File: config.mk
export PLATFORM = sky130hd
export DESIGN_NAME = input_overvoltage_fault_handler
export DESIGN_NICKNAME = d
export VERILOG_FILES = /design/src/hdl/ovp_pkg.sv /design/src/hdl/input_overvoltage_fault_handler.sv /design/src/hdl/ms_timer.sv
export SDC_FILE = /design/constraint.sdc
export NUM_CORES = 1
export LEC_CHECK = 0
export BUFFER_PORTS_ARGS = -buffer_cell sky130_fd_sc_hd__clkbuf_2
export CELL_PAD_IN_SITES_DETAIL_PLACEMENT = 1
export CELL_PAD_IN_SITES_GLOBAL_PLACEMENT = 1
export CORE_MARGIN = 5
export CORE_UTILIZATION = 45
export CTS_CLUSTER_DIAMETER = 30
export DETAILED_ROUTE_END_ITERATION = 16
export PLACE_DENSITY = 0.83
export SETUP_SLACK_MARGIN = 0.2
export SYNTH_ARGS = -nofsm -noshare
export SYNTH_HDL_FRONTEND = slang
export SYNTH_SLANG_ARGS = --single-unit
File: constraint.sdc
create_clock -name clk_i -period 2.76 [get_ports clk_i]
set_input_delay 0.138 -clock clk_i [delete_from_list [all_inputs] [get_ports clk_i]]
set_output_delay 0.138 -clock clk_i [all_outputs]
set_load 0.02 [all_outputs]
File: src/hdl/ovp_pkg.sv
/*
 * Package for the input overvoltage fault handler: register offsets,
 * field positions, reset values, delay tables and timing counts.
 * Assumes a single 25 MHz system clock.
 */
package ovp_pkg;

    // register command codes
    localparam logic [7:0]  THRESHOLD_ADDR   = 8'h55;
    localparam logic [7:0]  REACTION_ADDR    = 8'h56;

    // threshold field layout
    localparam int          EXP_MSB          = 15;
    localparam int          EXP_LSB          = 11;
    localparam int          MANT_MSB         = 10;
    localparam int          MANT_HI_LSB      = 8;
    localparam int          MANT_LO_MSB      = 7;

    // reaction field layout
    localparam int          RESP_MSB         = 7;
    localparam int          RESP_LSB         = 6;
    localparam int          RETRY_MSB        = 5;
    localparam int          RETRY_LSB        = 3;
    localparam int          DELAY_MSB        = 2;
    localparam int          DELAY_LSB        = 0;

    // reset values
    localparam logic [10:0] THRESHOLD_RESET  = 11'h7FF;
    localparam logic [7:0]  REACTION_RESET   = 8'h00;

    // response codes
    localparam logic [1:0]  RESP_IGNORE      = 2'h0;
    localparam logic [1:0]  RESP_RIDE        = 2'h1;
    localparam logic [1:0]  RESP_SHUTDOWN    = 2'h2;
    localparam logic [1:0]  RESP_WAIT_CLEAR  = 2'h3;
    localparam logic [2:0]  RETRY_UNLIMITED  = 3'h7;

    // timing
    localparam int          CLK_HZ           = 25_000_000;
    localparam int          CYCLES_PER_MS    = CLK_HZ / 1000;

    // delay tables in ms, indexed by the delay field
    localparam logic [11:0] FIRST_DELAY_MS [8] = '{
        12'h00A, 12'h014, 12'h028, 12'h050, 12'h0A0, 12'h140, 12'h280, 12'h500};
    localparam logic [11:0] RESTART_GAP_MS [8] = '{
        12'h0FC, 12'h22E, 12'h39C, 12'h4EC, 12'h63C, 12'h78C, 12'h8DC, 12'hA2C};

    // handler states
    typedef enum logic [2:0] {
        ST_IDLE, ST_RUN, ST_RIDE, ST_OFF_WAIT, ST_RESTART, ST_WAIT_CLEAR, ST_LATCHED
    } ovp_state_t;

endpackage

File: src/hdl/input_overvoltage_fault_handler.sv
/*
 * Input overvoltage fault handler: threshold and reaction registers on a
 * simple command port, comparator, and the fault response sequencer.
 * Assumes measured voltage and exponent come from logic on clk_i, and
 * that the power enable arrives from a pin.
 */
`timescale 1ns/1ps
`default_nettype none

// Contract
// RL1 - hold programmable linear-format overvoltage threshold
// RL2 - bits 15:11 read back exponent, read-only
// RL3 - bits 10:8 store mantissa high bits
// RL4 - bits 7:0 store mantissa low byte
// RL5 - response field 7:6; code 00 ignores
// RL6 - code 01 rides delay one, then retries
// RL7 - code 10 shuts down at once, retries
// RL8 - code 11 disables until fault clears
// RL9 - retry field 5:3; seven means unlimited
// RL10 - retries exhausted keeps output off latched
// RL11 - latch cleared by reset or enable cycle
// RL12 - delay field sets first delay time
// RL13 - delay field sets restart spacing too
// RL14 - delay tables: 10..1280 ms, 252..2604 ms
// RL15 - fault when measured exceeds threshold
module input_overvoltage_fault_handler #(
    parameter int unsigned cycles_per_ms_p = ovp_pkg::CYCLES_PER_MS
) (
    // clock and reset
    input  wire logic        clk_i,
    input  wire logic        rst_n_i,
    // register command port
    input  wire logic        wr_en_i,
    input  wire logic        rd_en_i,
    input  wire logic [7:0]  addr_i,
    input  wire logic [15:0] wdata_i,
    output logic [15:0]      rdata_o,
    output logic             rvalid_o,
    // measurement inputs
    input  wire logic [2:0]  exponent_i,
    input  wire logic [10:0] input_line_voltage_i,
    // power enable pin
    input  wire logic        power_enable_i,
    // status and control outputs
    output logic             output_enable_o,
    output logic             fault_o,
    output logic             latched_off_o
);

    ////////////////////////////////////////////////////////////////////
    // declarations
    logic [10:0] thresh_r, thresh_nxt;
    logic [7:0]  react_r, react_nxt;
    logic [15:0] rdata_r, rdata_nxt;
    logic        rvalid_r, rvalid_nxt;
    logic [2:0]  en_sync_r, en_sync_nxt;
    logic        en_r, en_nxt;
    logic        fault_r, fault_nxt;
    logic [2:0]  retry_r, retry_nxt;
    logic        out_en_r, out_en_nxt;
    ovp_pkg::ovp_state_t state_r, state_nxt;
    logic        tmr_start;
    logic [11:0] tmr_ms;
    logic        tmr_expired;
    logic [15:0] thresh_word;
    logic [1:0]  resp;
    logic [2:0]  retry_lim;
    logic [2:0]  delay_sel;
    logic        retry_left;

    ////////////////////////////////////////////////////////////////////
    // register fields
    assign resp      = react_r[ovp_pkg::RESP_MSB:ovp_pkg::RESP_LSB];        // RL5
    assign retry_lim = react_r[ovp_pkg::RETRY_MSB:ovp_pkg::RETRY_LSB];      // RL9
    assign delay_sel = react_r[ovp_pkg::DELAY_MSB:ovp_pkg::DELAY_LSB];      // RL12
    // exponent sign-extended from three bits into the read-only field
    assign thresh_word = {{2{exponent_i[2]}}, exponent_i, thresh_r};         // RL2
    assign retry_left  = (retry_lim == ovp_pkg::RETRY_UNLIMITED)
                         || (retry_r < retry_lim);                           // RL9

    ////////////////////////////////////////////////////////////////////
    // register writes and registered read answers
    always_comb begin
        thresh_nxt = thresh_r;
        react_nxt  = react_r;
        rdata_nxt  = rdata_r;
        rvalid_nxt = rd_en_i;
        if (wr_en_i && addr_i == ovp_pkg::THRESHOLD_ADDR) begin
            // exponent bits are dropped: they belong to another register
            thresh_nxt[ovp_pkg::MANT_MSB:ovp_pkg::MANT_HI_LSB] =
                wdata_i[ovp_pkg::MANT_MSB:ovp_pkg::MANT_HI_LSB];             // RL3
            thresh_nxt[ovp_pkg::MANT_LO_MSB:0] = wdata_i[ovp_pkg::MANT_LO_MSB:0]; // RL4
        end
        if (wr_en_i && addr_i == ovp_pkg::REACTION_ADDR) begin
            react_nxt = wdata_i[7:0];
        end
        if (rd_en_i) begin
            unique case (addr_i)
                ovp_pkg::THRESHOLD_ADDR: rdata_nxt = thresh_word;              // RL1
                ovp_pkg::REACTION_ADDR:  rdata_nxt = {8'h00, react_r};
                default:                 rdata_nxt = 16'h0000;
            endcase
        end
    end

    always_ff @(posedge clk_i or negedge rst_n_i) begin
        if (!rst_n_i) begin
            thresh_r <= ovp_pkg::THRESHOLD_RESET;
            react_r  <= ovp_pkg::REACTION_RESET;
            rdata_r  <= 16'h0000;
            rvalid_r <= 1'b0;
        end else begin
            thresh_r <= thresh_nxt;
            react_r  <= react_nxt;
            rdata_r  <= rdata_nxt;
            rvalid_r <= rvalid_nxt;
        end
    end

    ////////////////////////////////////////////////////////////////////
    // enable pin sync and comparator; same exponent on both sides, so
    // mantissas compare directly
    always_comb begin
        en_sync_nxt = {en_sync_r[1:0], power_enable_i};
        en_nxt      = (en_sync_r[2] == en_sync_r[1]) ? en_sync_r[2] : en_r;
        fault_nxt   = input_line_voltage_i > thresh_r;                      // RL15
    end

    always_ff @(posedge clk_i or negedge rst_n_i) begin
        if (!rst_n_i) begin
            en_sync_r <= 3'h0;
            en_r      <= 1'b0;
            fault_r   <= 1'b0;
        end else begin
            en_sync_r <= en_sync_nxt;
            en_r      <= en_nxt;
            fault_r   <= fault_nxt;
        end
    end

    ////////////////////////////////////////////////////////////////////
    // response sequencer
    always_comb begin
        state_nxt  = state_r;
        retry_nxt  = retry_r;
        out_en_nxt = out_en_r;
        tmr_start  = 1'b0;
        tmr_ms     = ovp_pkg::FIRST_DELAY_MS[delay_sel];                    // RL14
        if (!en_r) begin
            // enable low ends any latch and clears the retry history
            state_nxt  = ovp_pkg::ST_IDLE;                                  // RL11
            retry_nxt  = 3'h0;
            out_en_nxt = 1'b0;
        end else begin
            unique case (state_r)
                ovp_pkg::ST_IDLE: begin
                    state_nxt  = ovp_pkg::ST_RUN;
                    out_en_nxt = 1'b1;
                end
                ovp_pkg::ST_RUN: begin
                    if (fault_r) begin
                        unique case (resp)
                            ovp_pkg::RESP_IGNORE: state_nxt = ovp_pkg::ST_RUN; // RL5
                            ovp_pkg::RESP_RIDE: begin
                                state_nxt = ovp_pkg::ST_RIDE;               // RL6
                                tmr_start = 1'b1;                           // RL12
                            end
                            ovp_pkg::RESP_SHUTDOWN: begin
                                out_en_nxt = 1'b0;                          // RL7
                                tmr_start  = 1'b1;
                                tmr_ms     = ovp_pkg::RESTART_GAP_MS[delay_sel]; // RL13
                                state_nxt  = retry_left ? ovp_pkg::ST_OFF_WAIT
                                                        : ovp_pkg::ST_LATCHED;
                            end
                            ovp_pkg::RESP_WAIT_CLEAR: begin
                                out_en_nxt = 1'b0;                          // RL8
                                state_nxt  = ovp_pkg::ST_WAIT_CLEAR;
                            end
                        endcase
                    end
                end
                ovp_pkg::ST_RIDE: begin
                    // output stays on while riding through
                    if (!fault_r) begin
                        state_nxt = ovp_pkg::ST_RUN;
                    end else if (tmr_expired) begin
                        out_en_nxt = 1'b0;                                  // RL6
                        tmr_start  = 1'b1;
                        tmr_ms     = ovp_pkg::RESTART_GAP_MS[delay_sel];    // RL13
                        state_nxt  = retry_left ? ovp_pkg::ST_OFF_WAIT
                                                : ovp_pkg::ST_LATCHED;      // RL10
                    end
                end
                ovp_pkg::ST_OFF_WAIT: begin
                    if (tmr_expired) begin
                        // unlimited mode does not count, so it never wraps
                        if (retry_lim != ovp_pkg::RETRY_UNLIMITED) begin
                            retry_nxt = retry_r + 3'h1;                     // RL9
                        end
                        out_en_nxt = 1'b1;
                        tmr_start  = 1'b1;
                        state_nxt  = ovp_pkg::ST_RESTART;
                    end
                end
                ovp_pkg::ST_RESTART: begin
                    // a restart counts as good after one first-delay window
                    if (fault_r) begin
                        out_en_nxt = 1'b0;
                        tmr_start  = 1'b1;
                        tmr_ms     = ovp_pkg::RESTART_GAP_MS[delay_sel];    // RL13
                        state_nxt  = retry_left ? ovp_pkg::ST_OFF_WAIT
                                                : ovp_pkg::ST_LATCHED;      // RL10
                    end else if (tmr_expired) begin
                        retry_nxt = 3'h0;
                        state_nxt = ovp_pkg::ST_RUN;
                    end
                end
                ovp_pkg::ST_WAIT_CLEAR: begin
                    if (!fault_r) begin
                        out_en_nxt = 1'b1;                                  // RL8
                        state_nxt  = ovp_pkg::ST_RUN;
                    end
                end
                ovp_pkg::ST_LATCHED: begin
                    out_en_nxt = 1'b0;                                      // RL10
                end
                default: begin
                    state_nxt  = ovp_pkg::ST_IDLE;
                    out_en_nxt = 1'b0;
                end
            endcase
        end
    end

    always_ff @(posedge clk_i or negedge rst_n_i) begin
        if (!rst_n_i) begin
            state_r  <= ovp_pkg::ST_IDLE;                                   // RL11
            retry_r  <= 3'h0;
            out_en_r <= 1'b0;
        end else begin
            state_r  <= state_nxt;
            retry_r  <= retry_nxt;
            out_en_r <= out_en_nxt;
        end
    end

    ////////////////////////////////////////////////////////////////////
    // shared delay timer
    ms_timer #(
        .tick_cycles_p (cycles_per_ms_p)
    ) u_timer (
        .clk_i     (clk_i),
        .rst_n_i   (rst_n_i),
        .start_i   (tmr_start),
        .ms_i      (tmr_ms),
        .expired_o (tmr_expired)
    );

    // outputs
    assign rdata_o         = rdata_r;
    assign rvalid_o        = rvalid_r;
    assign output_enable_o = out_en_r;
    assign fault_o         = fault_r;
    assign latched_off_o   = (state_r == ovp_pkg::ST_LATCHED);

endmodule

`default_nettype wire

File: src/hdl/ms_timer.sv
/*
 * Millisecond down-timer: a start pulse loads a count of ms, expired_o
 * rises after that many ms and stays until the next start.
 * Assumes tick_cycles_p equals clock cycles per ms.
 */
`timescale 1ns/1ps
`default_nettype none

module ms_timer #(
    parameter int unsigned tick_cycles_p = 25000
) (
    // clock and reset
    input  wire logic        clk_i,
    input  wire logic        rst_n_i,
    // control
    input  wire logic        start_i,
    input  wire logic [11:0] ms_i,
    // status
    output logic             expired_o
);

    logic [31:0] pre_r, pre_nxt;
    logic [11:0] remain_r, remain_nxt;
    logic        run_r, run_nxt;
    logic        exp_r, exp_nxt;

    ////////////////////////////////////////////////////////////////////
    // prescaler and ms countdown; a restart wins over a running count
    always_comb begin
        pre_nxt    = pre_r;
        remain_nxt = remain_r;
        run_nxt    = run_r;
        exp_nxt    = exp_r;
        if (start_i) begin
            pre_nxt    = 32'h0000_0000;
            remain_nxt = ms_i;
            run_nxt    = 1'b1;
            exp_nxt    = 1'b0;
        end else if (run_r) begin
            if (pre_r == 32'(tick_cycles_p - 1)) begin
                pre_nxt = 32'h0000_0000;
                if (remain_r <= 12'h001) begin
                    run_nxt = 1'b0;
                    exp_nxt = 1'b1;
                end else begin
                    remain_nxt = remain_r - 12'h001;
                end
            end else begin
                pre_nxt = pre_r + 32'h0000_0001;
            end
        end
    end

    always_ff @(posedge clk_i or negedge rst_n_i) begin
        if (!rst_n_i) begin
            pre_r    <= 32'h0000_0000;
            remain_r <= 12'h000;
            run_r    <= 1'b0;
            exp_r    <= 1'b0;
        end else begin
            pre_r    <= pre_nxt;
            remain_r <= remain_nxt;
            run_r    <= run_nxt;
            exp_r    <= exp_nxt;
        end
    end

    assign expired_o = exp_r;

endmodule

`default_nettype wire

-- Word-level counts from Yosys, hierarchy flattened
Memories as Yosys holds them, arrays and structs flattened.
Cells that the tools add are included.
- bits in registers: 94
- ROM bits: 192
- word-level logic and storage cells: 129
- output and inout bits: 20
- memories: 2
- memories (name ; words ; bits a word ; rd ports ; clocked after memory_dff ; wr ports ; RTL line ; source):
    (name not given) ; 8 ; 12 ; 1 ; 0 ; 0 ; input_overvoltage_fault_handler.sv:210 ; tmr_ms = ovp_pkg::RESTART_GAP_MS[delay_sel];
    (name not given) ; 8 ; 12 ; 1 ; 0 ; 0 ; input_overvoltage_fault_handler.sv:148 ; tmr_ms = ovp_pkg::FIRST_DELAY_MS[delay_sel];
- add/sub/neg operators: 3
- $lt $le $gt $ge: 4
- equal/unequal tests: 30
- mux-type cells: 60
- bitwise logic cells: 1
- reduce and logical (&&, ||, !) cells: 15
- operator list (operator ; number):
    2-to-1 mux 12 bit ; 14
    2-to-1 mux 32 bit ; 3
    2-to-1 mux 3 bit ; 14
    one-hot mux 12 bit (3 select lines) ; 1
    adder 32 x 1 -> 32 bit (second input constant) ; 1
    equality test 32 x 15 -> 1 bit (second input constant) ; 1
    one-hot mux 16 bit (2 select lines) ; 1
    != test 3 bit (second input constant) ; 8
    2-to-1 mux 1 bit ; 22
    one-hot mux 3 bit (7 select lines) ; 1
    equality test 8 x 7 -> 1 bit (second input constant) ; 2
    equality test 3 bit (second input constant) ; 4
    less-or-equal comparator 12 x 1 -> 1 bit (second input constant) ; 1
    one-hot mux 3 bit (4 select lines) ; 1
    subtractor 12 x 1 -> 12 bit (second input constant) ; 1
    greater-than comparator 11 bit ; 1
    != test 3 x 2 -> 1 bit (second input constant) ; 3
    != test 4 x 3 -> 1 bit (second input constant) ; 2
    AND reduction 7 bit ; 1
    equality test 3 x 2 -> 1 bit (second input constant) ; 2
    one-hot mux 1 bit (6 select lines) ; 1
    one-hot mux 3 bit (2 select lines) ; 1
    AND reduction 3 bit ; 2
    AND reduction 6 bit ; 1
    18 further kinds ; 24

-- Logic depth before layout (Yosys ltp)
Gate-level depths: netlist of run 1.
- depth in word-level cells: 9
- gate-level depth with buffers: 10
- mapped depth without buffers: 8

-- By module
From an unflattened synthesis of run 1, not the netlist that was laid out.
- cell total of the unflattened synthesis: 579
- area, all modules: 5530.3 µm²
- by module, submodules not included (module ; cells each ; times used ; area an instance (µm²)):
    input_overvoltage_fault_handler ; 296 ; 1 ; 2904.0
    ms_timer ; 283 ; 1 ; 2626.3

-- Least setup slack after synthesis of run 1
Ideal clock, no wire load.
- kind: register -> register
- start point: register react_r[6]
- end point: register u_timer.pre_r[31]
- path slack: 600 ps
- setup time: 78 ps
- data arrival time: 2082 ps
- stages on the path, launching flop included: 9
- path through: dfrtp_1 inv_1 ha_1 and3b_1 o21ai_1 a221oi_2 nor2_1 or4_1 a21oi_1
- cells in the longest elaborated chain, start to end: 7
- elaborated cells on any way between the ends: 9
- those cells by class: 2 x eq/ne; 5 x mux; 2 x reduce/logical
- RTL lines (element ; RTL line ; source):
    start, declared ; input_overvoltage_fault_handler.sv:53 ; logic [7:0] react_r, react_nxt;
    start signal, assigned ; input_overvoltage_fault_handler.sv:109 ; react_r <= ovp_pkg::REACTION_RESET;
    start signal, assigned ; input_overvoltage_fault_handler.sv:114 ; react_r <= react_nxt;
    equality test 2 bit / equality test 2 x 1 -> 1 bit (equally long branches) ; input_overvoltage_fault_handler.sv:162 ; unique case (resp)
    OR reduction 2 bit (no source line) * ; n/a ;
    2-to-1 mux 1 bit * ; input_overvoltage_fault_handler.sv:162 ;
    2-to-1 mux 1 bit * ; input_overvoltage_fault_handler.sv:161 ; if (fault_r) begin
    one-hot mux 1 bit (4 select lines) * ; input_overvoltage_fault_handler.sv:155 ; unique case (state_r)
    2-to-1 mux 1 bit * ; input_overvoltage_fault_handler.sv:149 ; if (!en_r) begin
    2-to-1 mux 32 bit / nonzero test 2 bit (equally long branches) ; n/a ;
    end signal, assigned ; ms_timer.sv:61 ; pre_r <= pre_nxt;
    end, declared ; ms_timer.sv:22 ; logic [31:0] pre_r, pre_nxt;
Mark *: on every way between the ends. The rest lies on a longest branch, timed or not.
A chain may end at the register's enable or synchronous reset.

-- Final worst setup path of run 1
- start point: register u_timer.pre_r[3]
- end point: register u_timer.pre_r[31]
- cells in the longest elaborated chain, start to end: 4
- elaborated cells on any way between the ends: 5
- those cells by class: 1 x add/sub; 1 x eq/ne; 3 x mux
- RTL lines (element ; RTL line ; source):
    adder 32 x 1 -> 32 bit / equality test 32 x 15 -> 1 bit (equally long branches) ; ms_timer.sv:49, ms_timer.sv:40 ;
    2-to-1 mux 32 bit * ; ms_timer.sv:40 ; if (pre_r == 32'(tick_cycles_p - 1)) begin
    2-to-1 mux 32 bit * ; ms_timer.sv:39 ; end else if (run_r) begin
    2-to-1 mux 32 bit * ; ms_timer.sv:34 ; if (start_i) begin
Mark *: on every way between the ends. The rest lies on a longest branch, timed or not. The select of a mux whose other input is x is not followed.

==> results.py, run 1 <==
metrics = {
    "critical_path": {
        "worst_setup_path_start_kind": "register",
        "path_max_fanout": 8,
        "cp.required_ns": 3.04,
        "crit_family": "simple AND/OR/NAND/NOR gates",
        "crit_path_end_kind": "register",
        "critPathKind": "reg2reg",
        "r2r_slack_ns": 0.36,
        "worstPathCellList": "nand4_4 > or3_4 > nor4_4 > nand2_2 > or4_1 > a21oi_1",
        "crit_slowest_cell": "dfrtp_1",
        "cp_num_buf_inv": 0,
        "r2r-end": "u_timer.pre_r[31]",
        "cp_num_cells": 6,
        "critPathMaxStageDelay_ns": 0.55,
        "reg2regPathDepth": 6,
        "worstPathArrival_ns": 2.68,
        "r2r-start": "u_timer.pre_r[3]",
    },
    "clocking": {
        "numClockSinks": 92,
        "clockRootBuffer": "clkbuf_16",
        "insertion_delay_ns": 0.36,
        "cts_tree": "done",
        "clk_pin_slew_ns": 0.07,
        "cts-htree-levels": 3,
        "clock_path_buffers": 2,
        "cts_buffers": 9,
    },
    "logic_synthesis": {
        "syn_inst": 595,
        "ys_seq_area_frac": 0.418,
        "synthArstFlopShare": 1.00,
        "netlist_area_um2": 5530,
        "synth_top_family_by_area": "simple AND/OR/NAND/NOR gates",
        "synthSimpleGateAreaFrac": 0.205,
        "synth_xor_area_frac": 0.0443,
        "synth_fa_ha_area_frac": 0.0606,
        "synth_top_area_share": 0.366,
        "yosysUniqueCellTypes": 67,
        "synth_edf_count": 0,
        "synth.largest_area_cell": "dfrtp_1",
        "synth_area_leaders": "dfrtp_1 (37%), ha_1 (5.9%), dfstp_2 (5.2%), xor2_1 (3.6%), nor2_1 (3.5%)",
        "syn_nets": 664,
        "yosysWarningCount": 0,
        "synth_area_per_cell_um2": 9.30,
        "ys.flop_type": "dfrtp_1",
        "synthMuxAreaShare": 0.0538,
        "synth_compound_area_frac": 0.165,
        "synth-seq-cells": 92,
    },
    "sta": {
        "finClkSkew_ns": 0.00843,
        "setup_viol": 0,
        "drv_slew": 0,
        "setup_tns_ns": 0,
        "hold_violations": 0,
        "finalCriticalPeriod_ns": 2.40,
        "worst_pin_slew_ns": 0.619,
        "slew_headroom": 0.587,
        "period_share": 0.870,
        "fmax_ghz": 0.417,
        "rsz0062_at_grt": "no",
        "fin_hold_ws_ns": 0.0117,
    },
    "global_routing": {
        "grt_pass1_wl_mm": 26.0,
        "grt_pass1_vias": 5322,
        "grtUsageTotal": 0.221,
        "antenna_found_initial": 0,
        "globalRouteOverflowTotal": 0,
        "grt_max_degree": 38,
    },
    "power": {
        "p_per_area_nw_per_um2": 615,
        "p_leak_uw": 0.00282,
        "vdd_ir_drop_max_mv": 0.348,
    },
    "place": {
        "gp_congestion": 0.879,
        "dp_hpwl_mm": 11.1,
        "io_buffers": 57,
    },
    "floorplanning": {
        "placementRows": 40,
        "die_area_um2": 14600,
        "dieHeight_um": 121,
        "io_pins": 63,
        "initial_utilization": 0.461,
        "core_um2": 12000,
        "die_w_um": 121,
    },
    "drt": {
        "num_vias": 4846,
        "drt_wl_total_mm": 15.6,
        "dr.pass1.iters": 4,
        "drt_iter0_drc": 236,
        "antenna_left": 0,
        "routed_via_density": 5.98,
        "remaining_drc_errors": 0,
        "wl_per_cell_um": 19.3,
    },
    "layout": {
        "syn2layout_area_growth_pct": 16.1,
        "utilization": 0.535,
        "antenna-diode-count": 0,
        "drive_gt1_frac": 0.205,
        "fin_nets": 727,
    },
    "outcome": {
        "outcome": "finished clean",
    },
    "min_path": {
        "min_from": "wdata_i[9]",
        "hold_end": "thresh_r[9]",
        "hold_depth": 2,
        "hold_class": "in2reg",
    },
    "flow_run": {
        "cap_violations": 0,
    },
}
how the worst max path moves through the flow:
stage / startpoint / end / slack, ns
2_1_floorplan: react_r[6] / u_timer.pre_r[31] / 0.60
3_3_place_gp: react_r[7] / u_timer.pre_r[17] / 0.32
3_5_place_dp: react_r[6] / u_timer.pre_r[17] / 0.19
4_1_cts: react_r[6] / u_timer.pre_r[17] / 0.26
5_1_grt: react_r[6] / u_timer.pre_r[31] / 0.20
6_report: u_timer.pre_r[3] / u_timer.pre_r[31] / 0.36
metal layers:
| metal | wire (µm) | vias up | GRT usage | part of all wire |
|---|---|---|---|---|
| met2 | 8130 | 107 | 0.392 | 0.52 |
| met4 | 314 | 0 | 0.0949 | 0.020 |
| met3 | 630 | 26 | 0.0359 | 0.040 |
| met5 | 0 | - | 0 | 0 |
| li1 | - | 2280 | - | - |
| met1 | 6570 | 2433 | 0.262 | 0.42 |
timing repair:
item                                    4_1_cts  5_1_grt
pin swaps                                     0        1
gates resized for setup                       1        3
buffers inserted                              0        2
hold buffers                                  4        0
hold endpoints to repair                     35        0
endpoints found under the setup margin        1        3
area by class of cell:
class                           instances  area (µm²)
Tap cell                              147         184
Clock buffer                            9         225
Inverter                               40         150
Clock inverter                          7        73.8
Fill cell                            1382        5590
Sequential cell                        92        2320
Multi-Input combinational cell        429        2950
Timing Repair Buffer                   86         532
cells in the mapped netlist (5+ instances only):
cell	number
dfrtp_1	81
nor2_1	52
inv_1	40
a21oi_1	38
o21ai_0	34
nand2_1	28
ha_1	26
nand3_1	26
clkbuf_1	23
xor2_1	23
nor3_1	16
nor4_1	12
dfstp_2	11
mux2_2	11
nand4_1	11
a22oi_1	10
o211ai_1	10
mux2_1	9
o2111ai_1	9
o21ai_1	9
or3_1	8
and3_1	7
buf_2	7
nor2b_1	7
and2_1	5
mux2i_1	5
nor4bb_1	5
xnor2_1	5
per-stage QoR:
step / setup WS (ns) / cells / cell area (µm²) / total power (µW)
global route: 0.205 / 810 / 6430 / 4150
floorplan: 0.600 / 595 / 5530 / 2270
global placement: 0.317 / 788 / 6050 / 2570
CTS: 0.262 / 808 / 6400 / 3960
finish: 0.360 / 810 / 6430 / 3950
detailed placement: 0.186 / 788 / 6050 / 2630
layout by cell type (no fill, tap or decap), types with 23 or more instances in the layout:
cell,count
a21oi_1,38
buf_4,24
clkbuf_2,56
dfrtp_1,81
ha_1,26
inv_1,40
nand2_1,27
nand3_1,26
nor2_1,51
o21ai_0,34
xor2_1,23
power breakdown:
part / switching [µW] / internal [µW] / total, µW
Sequential: 155 / 1490 / 1640
Combinational: 628 / 386 / 1010
Clock: 587 / 708 / 1300
flip-flops by register name, indices dropped and copies added, names as in the netlist:
| signal | flops |
|---|---|
| thresh_r | 11 |
| u_timer.expired_o | 1 |
| output_enable_o | 1 |
| rvalid_o | 1 |
| react_r | 8 |
| en_r | 1 |
| rdata_o | 14 |
| state_r | 3 |
| retry_r | 3 |
| u_timer.run_r | 1 |
| u_timer.remain_r | 12 |
| en_sync_r | 3 |
| u_timer.pre_r | 32 |
| fault_o | 1 |
cells by family (layout without fill, tap and decap cells):
group / Yosys count / in the layout
and+or+nand+nor: 204 / 204
adders and majority gates: 27 / 27
DFF: 92 / 92
buffers and inverters: 74 / 142
xor gates and xnor gates: 28 / 28
AOI/OAI and AO/OA: 144 / 144
muxes: 26 / 26
worst reg2reg max path, delay by kind of cell, from the launching register on:
kind	cells	cell delay [ns]
simple gates	5	1.64
flops	1	0.55
compound gates	1	0.15
Note: power is estimated with default switching activity, not from simulation.
==> run 2: changes to the inputs <==
- CORE_UTILIZATION: 45 -> 35
- PLACE_DENSITY: 0.83 -> 0.68
==> run 2 against run 1 <==
Effect of this change:
- clock power down 11%
- sequential cell count unchanged
- design area up 0.68%
- worst setup slack worse by 0.045 ns
- via count down 3.6%
==> results.py, run 2 (same netlist as run 1, synthesis figures left out) <==
metrics = {
    "power": {
        "p_per_area_nw_per_um2": 581,
        "p_leak_uw": 0.00279,
        "vdd_ir_drop_max_mv": 0.372,
    },
    "critical_path": {
        "critPathMaxStageDelay_ns": 0.41,
        "crit_slowest_cell": "dfrtp_1",
        "worst_setup_path_start_kind": "register",
        "worstPathArrival_ns": 2.71,
        "worstPathCellList": "inv_1 > ha_1 > and3b_1 > o21ai_1 > a221oi_4 > buf_4 > o21ai_1 > or3_1 > a21oi_1",
        "cp_common_cell": "o21ai_1",
        "crit_family": "compound AO/OA/AOI/OAI gates",
        "cp_num_buf_inv": 2,
        "cp.required_ns": 3.03,
        "critPathKind": "reg2reg",
        "crit_path_end_kind": "register",
        "path_max_fanout": 19,
    },
    "drt": {
        "antenna_left": 0,
        "wl_per_cell_um": 16.6,
        "remaining_drc_errors": 0,
        "drt_iter0_drc": 183,
        "routed.top_layer": "met4",
        "drt_wl_total_mm": 14.6,
        "routed_via_density": 5.33,
        "dr.pass1.iters": 4,
        "wl_met3_um": 327,
        "dr_wl_met2_mm": 7.44,
        "num_vias": 4671,
        "drt-met1-wl_mm": 6.62,
    },
    "floorplanning": {
        "io_pins": 63,
        "dieHeight_um": 136,
        "core_um2": 15700,
        "placementRows": 46,
        "die_w_um": 136,
        "initial_utilization": 0.352,
        "die_area_um2": 18400,
    },
    "layout": {
        "largest_reg_flops": 32,
        "final_common_cell": "dfrtp_1",
        "syn2layout_area_growth_pct": 16.9,
        "final_cell_mix": "dfrtp_1 (81), clkbuf_2 (56), nor2_1 (51)",
        "fillers": 1823,
        "fin_nets": 725,
        "antenna-diode-count": 0,
        "drive_gt1_frac": 0.198,
        "finalNonFillerCells": 877,
        "top_register": "u_timer.pre_r",
    },
    "clocking": {
        "clk_pin_slew_ns": 0.07,
        "clockRootBuffer": "clkbuf_16",
        "cts_tree": "done",
        "numClockSinks": 92,
        "insertion_delay_ns": 0.35,
        "cts_buffers": 9,
        "clock_path_buffers": 2,
        "cts-htree-levels": 3,
    },
    "outcome": {
        "outcome": "finished clean",
    },
    "global_routing": {
        "antenna_found_initial": 0,
        "grtUsageTotal": 0.167,
        "grt_max_degree": 52,
        "grt_pass1_vias": 5012,
        "grt_pass1_wl_mm": 24.8,
        "globalRouteOverflowTotal": 0,
    },
    "place": {
        "gp_congestion": 0.822,
        "dp_hpwl_mm": 10.8,
        "io_buffers": 57,
        "placedCellCount": 855,
    },
    "sta": {
        "worst_pin_slew_ns": 0.712,
        "slew_headroom": 0.525,
        "period_share": 0.886,
        "hold_violations": 0,
        "rsz0062_at_grt": "yes",
        "finalCriticalPeriod_ns": 2.45,
        "drv_slew": 0,
        "fmax_ghz": 0.409,
        "setup_viol": 0,
        "finClkSkew_ns": 0.00886,
        "setup_tns_ns": 0,
    },
    "flow_run": {
        "cap_violations": 0,
    },
    "min_path": {
        "hold_class": "in2reg",
    },
}
run 2: changes by cell type in the layout (fill, tap and decap cells not counted):
cell / change
nand2_1: +1
clkinv_4: -1
clkbuf_1: +2
bufinv_16: -1
or2_2: -1
inv_6: -2
nand2_2: -1
clkbuf_8: +1
clkinvlp_4: +1
or2_4: +1
buf_4: -2
run 2: worst reg2reg max path: cells and delay by family, from the launching register on:
family | cells | cell delay [ns]
flip-flops | 1 | 0.41
buffers and inverters | 2 | 0.37
AO/OA/AOI/OAI | 4 | 0.77
adder cells (fa/ha/maj) | 1 | 0.33
AND/OR/NAND/NOR | 2 | 0.49
run 2: through the flow:
step	worst slack (ns)	power, µW	cell area, µm²	util	hold WS [ns]
after floorplan	0.600	2270	5530	-	-0.158
after global placement	0.386	2580	6130	0.390	0.232
after detailed placement	0.312	2620	6130	0.390	0.245
after CTS	0.275	3820	6450	0.410	0.00740
after global routing	0.141	4010	6470	0.412	0.0152
final	0.315	3760	6470	0.412	0.0156
run 2: worst paths after layout:
kind                                     endpoint          from  depth (start not counted)  slack, ns
worst max-delay path             u_timer.pre_r[6]    react_r[7]                          9       0.31
worst min-delay path                  thresh_r[8]    wdata_i[8]                          2       0.02
worst max register to register   u_timer.pre_r[6]    react_r[7]                          9       0.31
worst min register to register       en_sync_r[1]  en_sync_r[0]                          0       0.35
max in group asynchronous             thresh_r[1]       rst_n_i                          3       1.62
min in group asynchronous       u_timer.pre_r[22]       rst_n_i                          2       0.38
run 2: per-layer routing:
metal	vias up	GRT usage
met5	-	0
met4	0	0.0398
met3	13	0.0353
met2	50	0.292
met1	2340	0.210
li1	2268	-
run 2: final cells by class:
class | instances | area (µm²) | share of cell area
Clock buffer | 12 | 246 | 0.0381
Clock inverter | 4 | 25.0 | 0.00387
Inverter | 40 | 150 | 0.0232
Multi-Input combinational cell | 429 | 2950 | 0.455
Sequential cell | 92 | 2320 | 0.358
Tap cell | 216 | 270 | 0.0418
Timing Repair Buffer | 84 | 517 | 0.0799
run 2: timing repair:
item | in CTS | in global routing
gates resized for setup | 0 | 3
buffers inserted | 0 | 2
endpoints found under the setup margin | 0 | 23
hold buffers | 4 | 0
endpoints found under the hold margin | 51 | 0
run 2: power breakdown:
part	switching, µW	internal, µW
registers	166	1490
logic	576	374
clock network	524	633
==> run 3: changes to the inputs <==
- CORE_UTILIZATION: 35 -> 45
- PLACE_DENSITY: 0.68 -> 0.91
==> run 3 against run 2 <==
Effect of this change:
- worst setup slack got worse by 0.021 ns
- maximum frequency decreased by 0.84%
- first-iteration DRC count increased by 87%
- critical path type unchanged
- critical endpoint unchanged
- largest power group unchanged
==> results.py, run 3 (same netlist as run 1, synthesis figures left out) <==
metrics = {
    "global_routing": {
        "antenna_found_initial": 0,
        "grtUsageTotal": 0.235,
        "grt_pass1_wl_mm": 27.6,
        "grt_pass1_vias": 5541,
        "globalRouteOverflowTotal": 0,
        "grt_max_degree": 54,
    },
    "sta": {
        "setup_viol": 0,
        "rsz0062_at_grt": "no",
        "setup_tns_ns": 0,
        "finClkSkew_ns": 0.00999,
        "fmax_ghz": 0.406,
        "drv_slew": 0,
        "finalCriticalPeriod_ns": 2.47,
        "slew_headroom": 0.507,
        "period_share": 0.893,
        "hold_violations": 0,
        "worst_pin_slew_ns": 0.739,
    },
    "drt": {
        "remaining_drc_errors": 0,
        "routed_via_density": 6.20,
        "num_vias": 5006,
        "dr.pass1.iters": 4,
        "antenna_left": 0,
        "drt_iter0_drc": 343,
        "wl_per_cell_um": 20.7,
        "drt_wl_total_mm": 16.7,
    },
    "floorplanning": {
        "die_area_um2": 14600,
        "initial_utilization": 0.461,
        "core_um2": 12000,
        "io_pins": 63,
        "dieHeight_um": 121,
        "die_w_um": 121,
        "placementRows": 40,
    },
    "layout": {
        "syn2layout_area_growth_pct": 16.2,
        "largest_reg_flops": 32,
        "fin_nets": 724,
        "final_cell_mix": "dfrtp_1 (81), clkbuf_2 (56), nor2_1 (51)",
        "final_common_cell": "dfrtp_1",
        "fin_area_um2": 6430,
        "antenna-diode-count": 0,
        "finalNonFillerCells": 807,
        "top_register": "u_timer.pre_r",
        "drive_gt1_frac": 0.198,
    },
    "critical_path": {
        "worstPathArrival_ns": 2.74,
        "worstPathCellList": "inv_1 > ha_1 > and3b_1 > o21ai_1 > a221oi_4 > buf_12 > buf_12 > or2_2 > a21oi_1",
        "crit_family": "simple AND/OR/NAND/NOR gates",
        "critPathMaxStageDelay_ns": 0.47,
        "cp_common_cell": "buf_12",
        "path_max_fanout": 19,
        "worst_setup_path_start_kind": "register",
        "crit_path_end_kind": "register",
        "critPathKind": "reg2reg",
        "crit_slowest_cell": "or2_2",
        "cp.required_ns": 3.03,
        "cp_num_buf_inv": 3,
    },
    "place": {
        "io_buffers": 57,
        "dpl_cell_area_um2": 6020,
        "dp_hpwl_mm": 11.7,
        "placedCellCount": 782,
        "gp_congestion": 0.876,
    },
    "clocking": {
        "numClockSinks": 92,
        "clockRootBuffer": "clkbuf_16",
        "cts_buffers": 9,
        "insertion_delay_ns": 0.36,
        "clk_pin_slew_ns": 0.07,
        "clock_path_buffers": 2,
        "cts-htree-levels": 3,
        "cts_tree": "done",
    },
    "outcome": {
        "outcome": "finished clean",
    },
    "power": {
        "power_uw": 3880,
        "p_leak_uw": 0.00281,
        "p_per_area_nw_per_um2": 603,
        "vdd_ir_drop_max_mv": 0.381,
    },
    "min_path": {
        "hold_class": "in2reg",
    },
    "flow_run": {
        "cap_violations": 0,
    },
}
[run 3: changes by cell type in the layout (fill, tap and decap cells not counted), sizes merged]
| cell | delta |
|---|---|
| clkinvlp | -1 |
| inv | +4 |
| clkbuf | -2 |
| dlygate4sd3 | +1 |
| buf | -3 |
[run 3: through the flow]
step	hold slack, ns	worst slack (ns)	utilization
finish	0.0147	0.294	0.536
CTS	0.00196	0.266	0.529
detailed placement	0.244	0.245	0.501
global placement	0.226	0.343	0.501
global route	0.000699	0.191	0.536
floorplan	-0.158	0.600	-
[run 3: path summary, 6_finish.rpt]
check                        startpoint           endpoint  slack (ns)  cells past startpoint
hold / removal               wdata_i[2]        thresh_r[2]        0.01                      2
max in group asynchronous       rst_n_i        thresh_r[2]        1.62                      3
min in group asynchronous       rst_n_i  u_timer.pre_r[23]        0.39                      2
hold reg to reg            en_sync_r[0]       en_sync_r[1]        0.35                      0
setup reg to reg             react_r[6]   u_timer.pre_r[6]        0.29                      9
setup / recovery             react_r[6]   u_timer.pre_r[6]        0.29                      9
[run 3: timing repair]
action,in CTS,in global routing
cloned,0,1
resized for setup,1,4
setup endpoints to repair,2,3
pin swaps,0,1
hold buffers,5,0
buffers inserted,0,3
hold endpoints to repair,52,0
[run 3: layout make-up]
type	instances	area, µm²
Clock buffer	9	225
Clock inverter	7	58.8
Tap cell	147	184
Inverter	40	150
Timing Repair Buffer	83	551
Multi-Input combinational cell	429	2950
Fill cell	1382	5580
Sequential cell	92	2320
[run 3: worst reg2reg max path: cells and delay by family (launching register included)]
kind                     cells  cell delay [ns]
flip-flops                   1             0.40
AND/OR/NAND/NOR              2             0.67
AO/OA/AOI/OAI                3             0.61
buffers and inverters        3             0.38
adder cells (fa/ha/maj)      1             0.33
[run 3: power breakdown]
group | switching (µW) | internal [µW] | total, µW
Combinational | 611 | 378 | 988
Clock | 593 | 627 | 1220
Sequential | 188 | 1480 | 1670
[run 3: metal layers]
layer	routed length [µm]	vias up	GRT usage	part of all wire
met1	6530	2529	0.263	0.39
met2	8790	153	0.422	0.53
met3	829	53	0.0573	0.050
met5	0	-	0	0
li1	-	2271	-	-
met4	589	0	0.0999	0.035
